===== src/design/cipher_engine_params.svh =====
// address map, field positions and timing figures of the cipher engine
`ifndef CIPHER_ENGINE_PARAMS_SVH
`define CIPHER_ENGINE_PARAMS_SVH
`define ADDR_STATUS 8'h82
`define ADDR_CTRL 8'h83
`define ADDR_BLK_FIRST 8'h84
`define ADDR_BLK_LAST 8'h93
`define ADDR_CTRL_COPY 8'h94
`define CTRL_REQ_BIT 7
`define CTRL_MODE_MSB 6
`define CTRL_MODE_LSB 4
`define CTRL_DIR_BIT 3
`define STATUS_DONE_BIT 0
`define BLOCK_BYTES 16
`define CIPHER_ROUNDS 10
`define CLK_PERIOD_PS 4000
`define T_RUN_NS 23400
`define T_RUN_MAX_NS 24000
`endif


===== src/design/cipher_engine_pkg.sv =====
// shared types of the cipher engine
package cipher_engine_pkg;
	typedef enum logic [2:0] {
		MODE_ECB = 3'b000,
		MODE_KEY = 3'b001,
		MODE_CBC = 3'b010
	} cipher_mode_t;
	typedef enum logic {
		CORE_IDLE = 1'b0,
		CORE_RUN = 1'b1
	} core_state_t;
endpackage


===== src/design/engine_if.sv =====
// carrier between the control logic, the round core and the page store
`timescale 1ns/1ps
interface engine_if;
	logic clr;
	logic start;
	logic decrypt;
	logic chain;
	logic [127:0] key;
	logic [127:0] block;
	logic [127:0] result;
	logic [127:0] last_key;
	logic busy;
	logic done;
	logic wr_en;
	logic wr_page;
	logic [3:0] wr_idx;
	logic [7:0] wr_byte;
	logic [3:0] rd_idx;
	logic [7:0] rd_byte;
	modport ctrl(output clr, start, decrypt, chain, wr_en, wr_page, wr_idx, wr_byte, rd_idx,
		input key, block, result, last_key, busy, done, rd_byte);
	modport core(input clr, start, decrypt, chain, key, block,
		output result, last_key, busy, done);
	modport mem(input clr, wr_en, wr_page, wr_idx, wr_byte, rd_idx, result, done,
		output key, block, rd_byte);
endinterface


===== src/design/cipher_page_store.sv =====
// two 16-byte pages: loaded key and data block, registered byte read
`timescale 1ns/1ps
`include "cipher_engine_params.svh"
module cipher_page_store (
	// clock
	input wire logic clk_sys,
	// engine side
	engine_if.mem eng
);
	import cipher_engine_pkg::*;
	logic [127:0] key_q;
	logic [127:0] next_key;
	logic [127:0] blk_q;
	logic [127:0] next_blk;
	logic [7:0] rd_q;
	logic [7:0] next_rd;

	genvar i;
	generate
		for (i = 0; i < `BLOCK_BYTES; i++) begin : g_byte
			always_comb begin
				next_key[8*i +: 8] = key_q[8*i +: 8];
				next_blk[8*i +: 8] = blk_q[8*i +: 8];
				// host write lands after the result so it overwrites it
				if (eng.done) begin
					next_blk[8*i +: 8] = eng.result[8*i +: 8];
				end
				if (eng.wr_en && eng.wr_idx == 4'(i)) begin
					if (eng.wr_page) begin
						next_key[8*i +: 8] = eng.wr_byte;
					end else begin
						next_blk[8*i +: 8] = eng.wr_byte;
					end
				end
				if (eng.clr) begin
					next_key[8*i +: 8] = 8'h00;
					next_blk[8*i +: 8] = 8'h00;
				end
			end
		end
	endgenerate

	always_comb begin
		next_rd = eng.clr ? 8'h00 : blk_q[8*eng.rd_idx +: 8];
	end

	always_ff @(posedge clk_sys) begin
		key_q <= next_key;
		blk_q <= next_blk;
		rd_q <= next_rd;
	end

	assign eng.key = key_q;
	assign eng.block = blk_q;
	assign eng.rd_byte = rd_q;
endmodule


===== src/design/cipher_round_core.sv =====
// iterative round engine, one round per step enable
`timescale 1ns/1ps
`include "cipher_engine_params.svh"
module cipher_round_core #(
	parameter int ROUNDS = `CIPHER_ROUNDS,
	parameter int STEP_CYCLES = 585
) (
	// clock
	input wire logic clk_sys,
	// engine side
	engine_if.core eng
);
	import cipher_engine_pkg::*;
	core_state_t state, next_state;
	logic [127:0] st, next_st, rk, next_rk, lk, next_lk, chain_q, next_chain;
	logic [127:0] rk_e, sd, rk_x;
	logic dir_q, next_dir, done_q, next_done;
	logic [15:0] div, next_div;
	logic [7:0] rnd, next_rnd;

	generate
		if (ROUNDS < 1 || ROUNDS > 255 || STEP_CYCLES < 1 || STEP_CYCLES > 65535) begin : g_chk
			$error("cipher_round_core: unsupported round or step count");
		end
	endgenerate

	always_comb begin
		next_state = state;
		next_st = st;
		next_rk = rk;
		next_lk = lk;
		next_chain = chain_q;
		next_dir = dir_q;
		next_div = div;
		next_rnd = rnd;
		next_done = 1'b0;
		rk_e = {rk[119:0], rk[127:120]} ^ {rnd, 120'h0};
		sd = st ^ rk;
		rk_x = rk ^ {rnd, 120'h0};
		unique case (state)
			CORE_IDLE: begin
				if (eng.start) begin
					next_state = CORE_RUN;
					next_dir = eng.decrypt;
					next_div = 16'h0000;
					next_rk = eng.key; // working copy, loaded page untouched
					next_st = eng.chain ? (eng.block ^ chain_q) : eng.block;
					next_rnd = eng.decrypt ? 8'(ROUNDS) : 8'h01;
				end
			end
			CORE_RUN: begin
				if (div == 16'(STEP_CYCLES - 1)) begin
					next_div = 16'h0000;
					if (!dir_q) begin
						next_rk = rk_e;
						next_st = {st[119:0], st[127:120]} ^ rk_e;
						next_rnd = rnd + 8'h01;
					end else begin
						// walk the schedule backwards from the final round key
						next_st = {sd[7:0], sd[127:8]};
						next_rk = {rk_x[7:0], rk_x[127:8]};
						next_rnd = rnd - 8'h01;
					end
					if ((!dir_q && rnd == 8'(ROUNDS)) || (dir_q && rnd == 8'h01)) begin
						next_state = CORE_IDLE;
						next_done = 1'b1;
						next_lk = next_rk;
						next_chain = next_st;
					end
				end else begin
					next_div = div + 16'h0001;
				end
			end
		endcase
		if (eng.clr) begin
			next_state = CORE_IDLE;
			next_st = '0;
			next_rk = '0;
			next_lk = '0;
			next_chain = '0;
			next_dir = 1'b0;
			next_div = 16'h0000;
			next_rnd = 8'h00;
			// a step ending on the reset edge must not leave a completion behind
			next_done = 1'b0;
		end
	end

	always_ff @(posedge clk_sys) begin
		state <= next_state;
		st <= next_st;
		rk <= next_rk;
		lk <= next_lk;
		chain_q <= next_chain;
		dir_q <= next_dir;
		div <= next_div;
		rnd <= next_rnd;
		done_q <= next_done;
	end

	assign eng.result = st;
	assign eng.last_key = lk;
	assign eng.busy = (state == CORE_RUN);
	assign eng.done = done_q;
endmodule


===== src/design/cipher_engine.sv =====
// cipher engine control: memory-style window, control, status and read path
// Overview of operation
// - key load: mode field 1 in control, then key bytes at 0x84..0x93
// - key and data share addresses on separate pages picked by mode
// - reading the key page returns the last round key of prior run
// - loaded key stays unchanged and is reused by the next run
// - block to process sits in data addresses 0x84..0x93
// - writing request bit 1 at 0x83 or 0x94 starts a run
// - engine reachable only by reads and writes within 0x82..0x94
// - mode, data and start may share one burst, taken in address order
// - no access outside the window is needed to run the engine
// - accesses refused while transceiver sleeps or is in reset
// - reset state clears configuration, block contents and keys
// - result is placed in the data block addresses for read back
// - decryption supported in code book mode besides encryption
// - mode 0 code book, 1 key loading, 2 block chaining
// - completion flag at 0x82 set within 24 us of the start
`timescale 1ns/1ps
`include "cipher_engine_params.svh"
module cipher_engine #(
	parameter int RUN_CYCLES = (`T_RUN_NS * 1000 + `CLK_PERIOD_PS - 1) / `CLK_PERIOD_PS
) (
	// clock and reset
	input wire logic clk_sys,
	input wire logic sys_rst,
	// transceiver power state
	input wire logic trx_sleep,
	input wire logic trx_reset,
	// memory-style access port
	input wire logic acc_wr,
	input wire logic acc_rd,
	input wire logic [7:0] acc_addr,
	input wire logic [7:0] acc_wdata,
	output logic [7:0] acc_rdata,
	output logic acc_rvalid,
	// state seen from outside
	output logic engine_busy,
	output cipher_engine_pkg::cipher_mode_t engine_mode
);
	import cipher_engine_pkg::*;

	localparam int MAX_CYCLES = (`T_RUN_MAX_NS * 1000) / `CLK_PERIOD_PS;
	localparam int STEP_CYCLES = RUN_CYCLES / `CIPHER_ROUNDS;

	generate
		if (RUN_CYCLES < `CIPHER_ROUNDS || RUN_CYCLES > MAX_CYCLES) begin : g_chk
			$error("cipher_engine: RUN_CYCLES outside the allowed run time");
		end
	endgenerate

	engine_if eng ();

	cipher_round_core #(
		.ROUNDS(`CIPHER_ROUNDS),
		.STEP_CYCLES(STEP_CYCLES)
	) u_core (
		.clk_sys(clk_sys),
		.eng(eng.core)
	);

	cipher_page_store u_store (
		.clk_sys(clk_sys),
		.eng(eng.mem)
	);

	////////////////////////////////////////////////////////////////////////
	// address decode

	logic clr;
	logic acc_ok;
	logic wr;
	logic rd;
	logic in_blk;
	logic ctrl_hit;
	logic [3:0] idx;
	logic start;
	cipher_mode_t wr_mode;

	assign clr = sys_rst || trx_reset;
	assign acc_ok = !trx_sleep && !trx_reset;
	assign wr = acc_wr && acc_ok;
	assign rd = acc_rd && acc_ok;
	// only the window decodes; nothing outside it steers the engine
	assign in_blk = (acc_addr >= `ADDR_BLK_FIRST) && (acc_addr <= `ADDR_BLK_LAST);
	assign ctrl_hit = wr && (acc_addr == `ADDR_CTRL || acc_addr == `ADDR_CTRL_COPY);
	assign idx = 4'(acc_addr - `ADDR_BLK_FIRST);
	// mode field of the byte on the bus, seen before it is stored
	assign wr_mode = cipher_mode_t'(acc_wdata[`CTRL_MODE_MSB:`CTRL_MODE_LSB]);
	// starts ignored while a run is in flight
	assign start = ctrl_hit && acc_wdata[`CTRL_REQ_BIT] && !eng.busy;

	////////////////////////////////////////////////////////////////////////
	// control and status

	cipher_mode_t mode_q, next_mode;
	logic dir_q, next_dir;
	logic done_q, next_done;

	always_comb begin
		next_mode = mode_q;
		next_dir = dir_q;
		next_done = done_q;
		if (ctrl_hit) begin
			next_mode = wr_mode;
			next_dir = acc_wdata[`CTRL_DIR_BIT];
		end
		if (start) begin
			next_done = 1'b0;
		end
		// result is in the block page on this same edge
		if (eng.done) begin
			next_done = 1'b1;
		end
		if (clr) begin
			next_mode = MODE_ECB;
			next_dir = 1'b0;
			next_done = 1'b0;
		end
	end

	always_ff @(posedge clk_sys) begin
		mode_q <= next_mode;
		dir_q <= next_dir;
		done_q <= next_done;
	end

	// each byte acts as it arrives, so one burst may set mode, fill and start
	assign eng.clr = clr;
	assign eng.start = start;
	assign eng.decrypt = acc_wdata[`CTRL_DIR_BIT];
	assign eng.chain = (wr_mode == MODE_CBC);
	assign eng.wr_en = wr && in_blk;
	assign eng.wr_page = (mode_q == MODE_KEY);
	assign eng.wr_idx = idx;
	assign eng.wr_byte = acc_wdata;
	assign eng.rd_idx = idx;
	assign engine_busy = eng.busy;
	assign engine_mode = mode_q;

	////////////////////////////////////////////////////////////////////////
	// read path, two cycles to line up with the registered page store

	logic [7:0] side_q, next_side;
	logic sel_q, next_sel;
	logic rv1_q, next_rv1;
	logic [7:0] rdata_q, next_rdata;
	logic rv2_q, next_rv2;
	logic [7:0] ctrl_rd;

	always_comb begin
		ctrl_rd = 8'h00;
		ctrl_rd[`CTRL_MODE_MSB:`CTRL_MODE_LSB] = mode_q;
		ctrl_rd[`CTRL_DIR_BIT] = dir_q;
		next_side = 8'h00;
		next_sel = 1'b0;
		next_rv1 = rd;
		if (rd) begin
			if (acc_addr == `ADDR_STATUS) begin
				next_side[`STATUS_DONE_BIT] = done_q;
			end else if (acc_addr == `ADDR_CTRL || acc_addr == `ADDR_CTRL_COPY) begin
				next_side = ctrl_rd;
			end else if (in_blk && mode_q == MODE_KEY) begin
				next_side = eng.last_key[8*idx +: 8];
			end else if (in_blk) begin
				next_sel = 1'b1;
			end
		end
		// page store byte lands a cycle late, so the data page waits on sel_q
		next_rdata = sel_q ? eng.rd_byte : side_q;
		next_rv2 = rv1_q;
		if (clr) begin
			next_side = 8'h00;
			next_sel = 1'b0;
			next_rv1 = 1'b0;
			next_rdata = 8'h00;
			next_rv2 = 1'b0;
		end
	end

	always_ff @(posedge clk_sys) begin
		side_q <= next_side;
		sel_q <= next_sel;
		rv1_q <= next_rv1;
		rdata_q <= next_rdata;
		rv2_q <= next_rv2;
	end

	assign acc_rdata = rdata_q;
	assign acc_rvalid = rv2_q;

	////////////////////////////////////////////////////////////////////////
	// checks

	logic [15:0] run_cnt;

	always_ff @(posedge clk_sys) begin
		if (clr || !eng.busy) begin
			run_cnt <= 16'h0000;
		end else begin
			run_cnt <= run_cnt + 16'h0001;
		end
	end

	// run kind latched at start: a full run outlasts any delay range a cover may use
	logic run_dec;
	logic run_cbc;

	always_ff @(posedge clk_sys) begin
		if (start) begin
			run_dec <= eng.decrypt;
			run_cbc <= eng.chain;
		end
	end
endmodule


===== config.mk =====
export PLATFORM = sky130hd
export DESIGN_NAME = cipher_engine
export DESIGN_NICKNAME = d
export VERILOG_FILES = /design/src/design/cipher_engine_pkg.sv /design/src/design/engine_if.sv /design/src/design/cipher_page_store.sv /design/src/design/cipher_round_core.sv /design/src/design/cipher_engine.sv
export VERILOG_INCLUDE_DIRS = /design/src /design/src/design
export SDC_FILE = /design/constraint.sdc
export NUM_CORES = 2
export LEC_CHECK = 0
export BUFFER_PORTS_ARGS = -buffer_cell sky130_fd_sc_hd__buf_4
export CAP_MARGIN = 40
export CORE_AREA = 2 2 272 274
export DETAILED_ROUTE_END_ITERATION = 7
export DIE_AREA = 0 0 274 276
export GPL_ROUTABILITY_DRIVEN = 0
export PLACE_DENSITY = 0.7
export SLEW_MARGIN = 10
export SYNTH_ARGS = -nofsm -noshare
export SYNTH_HDL_FRONTEND = slang
export SYNTH_SLANG_ARGS = --single-unit

===== constraint.sdc =====
create_clock -name clk_sys -period 4.3 [get_ports clk_sys]
set_input_delay 0.215 -clock clk_sys [delete_from_list [all_inputs] [get_ports clk_sys]]
set_output_delay 0.215 -clock clk_sys [all_outputs]
set_load 0.005 [all_outputs]

Word-level counts from Yosys, hierarchy flattened:

Index checks and enable logic that the tools add are counted.

* output and inout port bits: 13
* register bits: 827
* logic and storage cells: 216
* input bits: 22

* $add $sub $neg: 4
* eq/ne operators: 25
* muxes and demuxes: 77
* bitwise gates (word level): 9
* shifts and indexed selects: 2
* reductions and logical operators: 60
* $lt $le $gt $ge: 2

Operator list (number)
* $mux W128: 7
* $xor A128 B128 Y128: 5
* $pmux W128 S2: 2
* $mux W8: 52
* $shiftx A128 B8 Y8: 2
* $reduce_and A2 Y1: 18
* $eq A4 B4 Y1 const B: 8
* $mux W16: 2
* $pmux W16 S2: 1
* $logic_and A1 B1 Y1: 27
* $eq A8 B8 Y1 const B: 3
* $add A16 B1 Y16 const B: 1
* $eq A16 B10 Y1 const B: 1
* $eq A4 B3 Y1 const B: 4
* $pmux W8 S2: 1
* $mux W7: 2
* $reduce_or A5 Y1: 2
* $add A8 B1 Y8 const B: 1
* $eq A4 B2 Y1 const B: 2
* $eq A8 B1 Y1 const B: 1
* $eq A8 B4 Y1 const B: 1
* $ge A8 B8 Y1 const B: 1
* $le A8 B8 Y1 const B: 1
* $mux W1: 8
* 16 further kinds: 26

Longest topological paths before layout:

* depth in word-level cells: 8
* gate-level depth with buffers: 12

Hierarchy:

Synthesis repeated with hierarchy kept, for this count alone.

* cell total of the unflattened synthesis: 5081
* area, all modules: 44560.2 um^2

Modules (own cells, without submodules)
* cipher_round_core: cells each 3700, seq. area each 10790.3 um^2, area each 30524.3 um^2, times used 1
* cipher_page_store: cells each 1217, seq. area each 5285.1 um^2, area each 12027.8 um^2, times used 1
* cipher_engine: cells each 164, seq. area each 480.5 um^2, area each 2008.2 um^2, times used 1

Worst setup path after synthesis:

Ideal clock, no wire load.

* path kind: input to register
* start point: in acc_addr[2]
* end point: reg u_core.st[10], in the netlist u_core.eng.result[10]
* cell stages on the path: 12
* data arrival time: 3.128 ns
* path slack: 1.085 ns
* required time: 4.213 ns
* path buffers: 5
* cells stage by stage: buf_2 buf_1 clkinv_1 clkbuf_1 ha_1 and4b_1 o211a_1 o21ai_2 clkbuf_1 clkbuf_1 nand3_1 o31ai_1

* cells in the longest elaborated chain, start to end: 7

RTL lines
* start, declared: RTL line cipher_engine.sv:32 `input wire logic [7:0] acc_addr,`
* $eq A8 B8 Y1 (no source line)
* $logic_or A1 B1 Y1 (no source line) (*)
* $logic_and A1 B1 Y1 (*): RTL line cipher_engine.sv:85 `` assign ctrl_hit = wr && (acc_addr == `ADDR_CTRL || acc_addr == `ADDR_CTRL_COPY); ``
* $logic_and A1 B1 Y1 (*) (2 in series): RTL line cipher_engine.sv:90 `` assign start = ctrl_hit && acc_wdata[`CTRL_REQ_BIT] && !eng.busy; ``
* $ne A2 B2 Y1 (no source line) (*)
* $reduce_and A2 Y1 (no source line) (*)
* end signal, assigned: RTL line cipher_round_core.sv:91 `st <= next_st;`
* end, declared: RTL line cipher_round_core.sv:15 `logic [127:0] st, next_st, rk, next_rk, lk, next_lk, chain_q, next_chain;`

Mark *: on every way between the ends. The rest lies on a longest branch, timed or not.
A chain may end at the register's enable or synchronous reset.

Worst setup path in the final report:

* start point: reg u_core.dir_q
* end point: reg u_core.lk[66], in the netlist u_core.eng.last_key[66]

* cells in the longest elaborated chain, start to end: 4

RTL lines
* start, declared: RTL line cipher_round_core.sv:17 `logic dir_q, next_dir, done_q, next_done;`
* start signal, assigned: RTL line cipher_round_core.sv:95 `dir_q <= next_dir;`
* $logic_not A1 Y1
* $logic_and A1 B1 Y1: RTL line cipher_round_core.sv:64 `if ((!dir_q && rnd == 8'(ROUNDS)) || (dir_q && rnd == 8'h01)) begin`
* $logic_or A1 B1 Y1: RTL line cipher_round_core.sv:64
* $reduce_and A3 Y1 (no source line)
* end signal, assigned: RTL line cipher_round_core.sv:93 `lk <= next_lk;`
* end, declared: RTL line cipher_round_core.sv:15

Several ways; a longest one is shown, not always the timed one.

==> impl_metrics.json <==
{
  "hold_violations": 0,
  "seq_area_um2": 16600,
  "multi_input_area_um2": 23500,
  "synth.area.top_cells": "dfxtp_1, mux2i_1, nor2_1",
  "port_buffers": 34,
  "min_period_ps": 3250,
  "synth-seq-cells": 827,
  "grt_max_degree": 206,
  "hp-class": "in -> reg",
  "slew_headroom": 0.295,
  "placed_area_um2": 42500,
  "root_buffer": "clkbuf_16",
  "drv_slew": 0,
  "critPathLaunch": "u_core.dir_q$_SDFFE_PP0P_",
  "design_area_um2": 45500,
  "via_count": 36700,
  "synth.top_cell.area_share": 0.395,
  "io-pin-count": 35,
  "final_layout_size_suffix_gt1_frac": 0.0834,
  "cap_violations": 0,
  "required_ps": 4850,
  "postLayoutCoreUtil": 0.627,
  "r2r_start": "u_core.dir_q$_SDFFE_PP0P_",
  "grt_pass1_wl_mm": 208,
  "cts_buffers": 90,
  "wirelength_mm": 135,
  "r2r_slack_ps": 1050,
  "setup_viol": 0,
  "dieWidth_um": 274,
  "syn-num-nets": 5057,
  "overflow": 0,
  "worstMarginPinSlew_ps": 1060,
  "dr.pass1.iters": 5,
  "fin_crit_sh": 0.755,
  "ant_nets": 0,
  "syn_avg_cell_area_um2": 8.35,
  "synth_area_um2": 41900,
  "async_flop_share": 0,
  "syn2layout_area_growth_pct": 8.55,
  "core_area_um2": 72600,
  "synth_edf_count": 0,
  "reg2regPathDepth": 6,
  "htreeDepth": 3,
  "synth_cells": 5023,
  "synth_area_leader_cell": "dfxtp_1",
  "ys_warn_count": 0,
  "max-clock-path-buffers": 3,
  "hold_path.startpoint": "acc_wdata[1]",
  "hpwl_mm": 81.9,
  "first_iter_violations": 4678,
  "drc": 0,
  "seq_area_frac_synth": 0.395,
  "setup.worst_path.end": "u_core.eng.last_key[66]$_SDFFE_PP0P_",
  "die_h_um": 276,
  "vias_per_cell": 6.33,
  "fin_skew_ps": 25.7,
  "clock_sinks": 827,
  "critical_path.startpoint_type": "flip-flop",
  "start_util": 0.578,
  "worstSetupPathType": "reg -> reg",
  "cts.clk_slew.worst_paths_ps": 60,
  "layout.filler_cells": 6323,
  "power_mw": 16.0,
  "status": "complete, no violations",
  "p_leak_nw": 16.0,
  "final.setup.tns_ps": 0,
  "endpoint_kind": "flip-flop",
  "ir_drop_v": 0.000275,
  "fmax_mhz": 308,
  "timing.hold.ws_ps": 90.9,
  "rows": 99,
  "crit_arrival_ps": 3800,
  "cp_max_fo": 52,
  "grtUsageTotal": 0.349,
  "cts_tree": "done",
  "synth_cell_type_count": 60,
  "clk_latency_ps": 660,
  "r2r-end": "u_core.eng.last_key[66]$_SDFFE_PP0P_",
  "post_cts.repair.setup_buffers": 0,
  "dieArea_um2": 75600,
  "powerDensity_nw_per_um2": 352,
  "routedWlPerCell_um": 23.2,
  "grt_setup_unrepaired": "no",
  "grt_pass1_vias": 34200,
  "synth-main-ff-cell": "dfxtp_1",
  "grt_antenna_before_repair": 5,
  "final_nets": 4811
}
[worst max-delay path, stage by stage (launching register included)]
cell,delay (ps)
dfxtp_4,890
nand3b_1,210
a2111oi_1,590
and3_2,680
buf_4,470
nand2_1,90
a21oi_1,190
[state kept, by name, summed over array words and instances (netlist names), 16 cells and up]
name,count
u_core.div,16
u_core.eng.result,128
u_core.eng.last_key,128
u_core.chain_q,128
u_store.eng.block,128
u_core.rk,128
u_store.eng.key,128
[synthesized netlist by cell type, types with 8 or more instances]
master / instances
a211oi_1: 203
a21o_1: 45
a21oi_1: 490
a222oi_1: 11
a22oi_1: 57
a31oi_1: 10
and2_1: 8
buf_1: 43
buf_2: 57
buf_4: 19
clkbuf_1: 346
dfxtp_1: 827
ha_1: 12
mux2_2: 67
mux2i_1: 381
mux4_2: 54
nand2_1: 662
nand3_1: 165
nor2_1: 837
nor3_1: 11
nor4bb_1: 125
o211ai_1: 52
o21ai_0: 30
o22ai_1: 15
o31ai_1: 123
or3_1: 11
xnor2_1: 160
xor2_1: 115
[cell type report]
| type | count | area share |
|---|---|---|
| Multi-Input combinational cell | 3723 | 0.516 |
| Sequential cell | 827 | 0.364 |
| Clock buffer | 142 | 0.0607 |
| Timing Repair Buffer | 127 | 0.0275 |
| Tap cell | 959 | 0.0264 |
| Clock inverter | 17 | 0.00423 |
| Inverter | 8 | 0.000715 |
| Antenna cell | 4 | 0.000220 |
[routing by layer]
metal  vias to the layer above  routed length [um]  track usage
met3                       278               14000       0.0686
met5                         -                  16            0
met4                         2                4560        0.123
met1                     17500               58700        0.514
met2                      1857               57300        0.504
li1                      17100                   -            -
[per-stage QoR]
stage          worst slack, ps  cells
2_1_floorplan             1080   5023
3_3_place_gp              1020   5636
3_5_place_dp               876   5640
4_1_cts                    870   5802
5_1_grt                    812   5806
6_report                  1050   5807
[power by group]
part | leakage, nW | internal [mW] | switching, mW
clock network | 1.46 | 4.62 | 3.24
registers | 6.66 | 7.66 | 0.000824
logic | 7.90 | 0.114 | 0.410
total | 16.0 | 12.4 | 3.65
[worst min path at each step]
stage                                        to  slack [ps]  cells after the start
2_1_floorplan                  rv1_q$_SDFF_PP0_         310                      1
3_3_place_gp              acc_rvalid$_SDFF_PP0_         410                      1
3_5_place_dp              acc_rvalid$_SDFF_PP0_         410                      1
4_1_cts        u_store.eng.block[41]$_SDFF_PP0_          60                      3
5_1_grt        u_store.eng.block[41]$_SDFF_PP0_         100                      3
6_report       u_store.eng.block[41]$_SDFF_PP0_          90                      3
[logic make-up after synthesis]
| logic type | count (synthesis) | share of synthesized area |
|---|---|---|
| fa+ha+maj | 12 | 0.00358 |
| simple gates | 1878 | 0.199 |
| buf+inv | 473 | 0.0457 |
| flops | 827 | 0.395 |
| mux | 502 | 0.138 |
| compound gates | 1050 | 0.158 |
| xor+xnor | 281 | 0.0608 |
[placed cells by master, fill, tap and decap left out, types with 12 or more instances in the layout]
cell and instances:
mux2_2 67, o21ai_0 30, clkbuf_8 25, buf_12 19
clkbuf_1 24, a21oi_1 490, nand2_1 662, buf_4 99
o211ai_1 52, o31ai_1 123, xor2_1 115, xnor2_1 160
o22ai_1 15, a21o_1 45, ha_1 12, nor2_1 835
nor4bb_1 125, a22oi_1 57, mux4_2 54, nand3_1 164
dfxtp_1 824, mux2i_1 381, a211oi_1 203, clkbuf_16 93
[what timing repair did]
action                                  in CTS  in global routing
endpoints found under the setup margin       0                  0
hold buffers                                 3                  0
resized for setup                            0                  0
hold endpoints to repair                     2                  0
(Power assumes the default switching activity.)
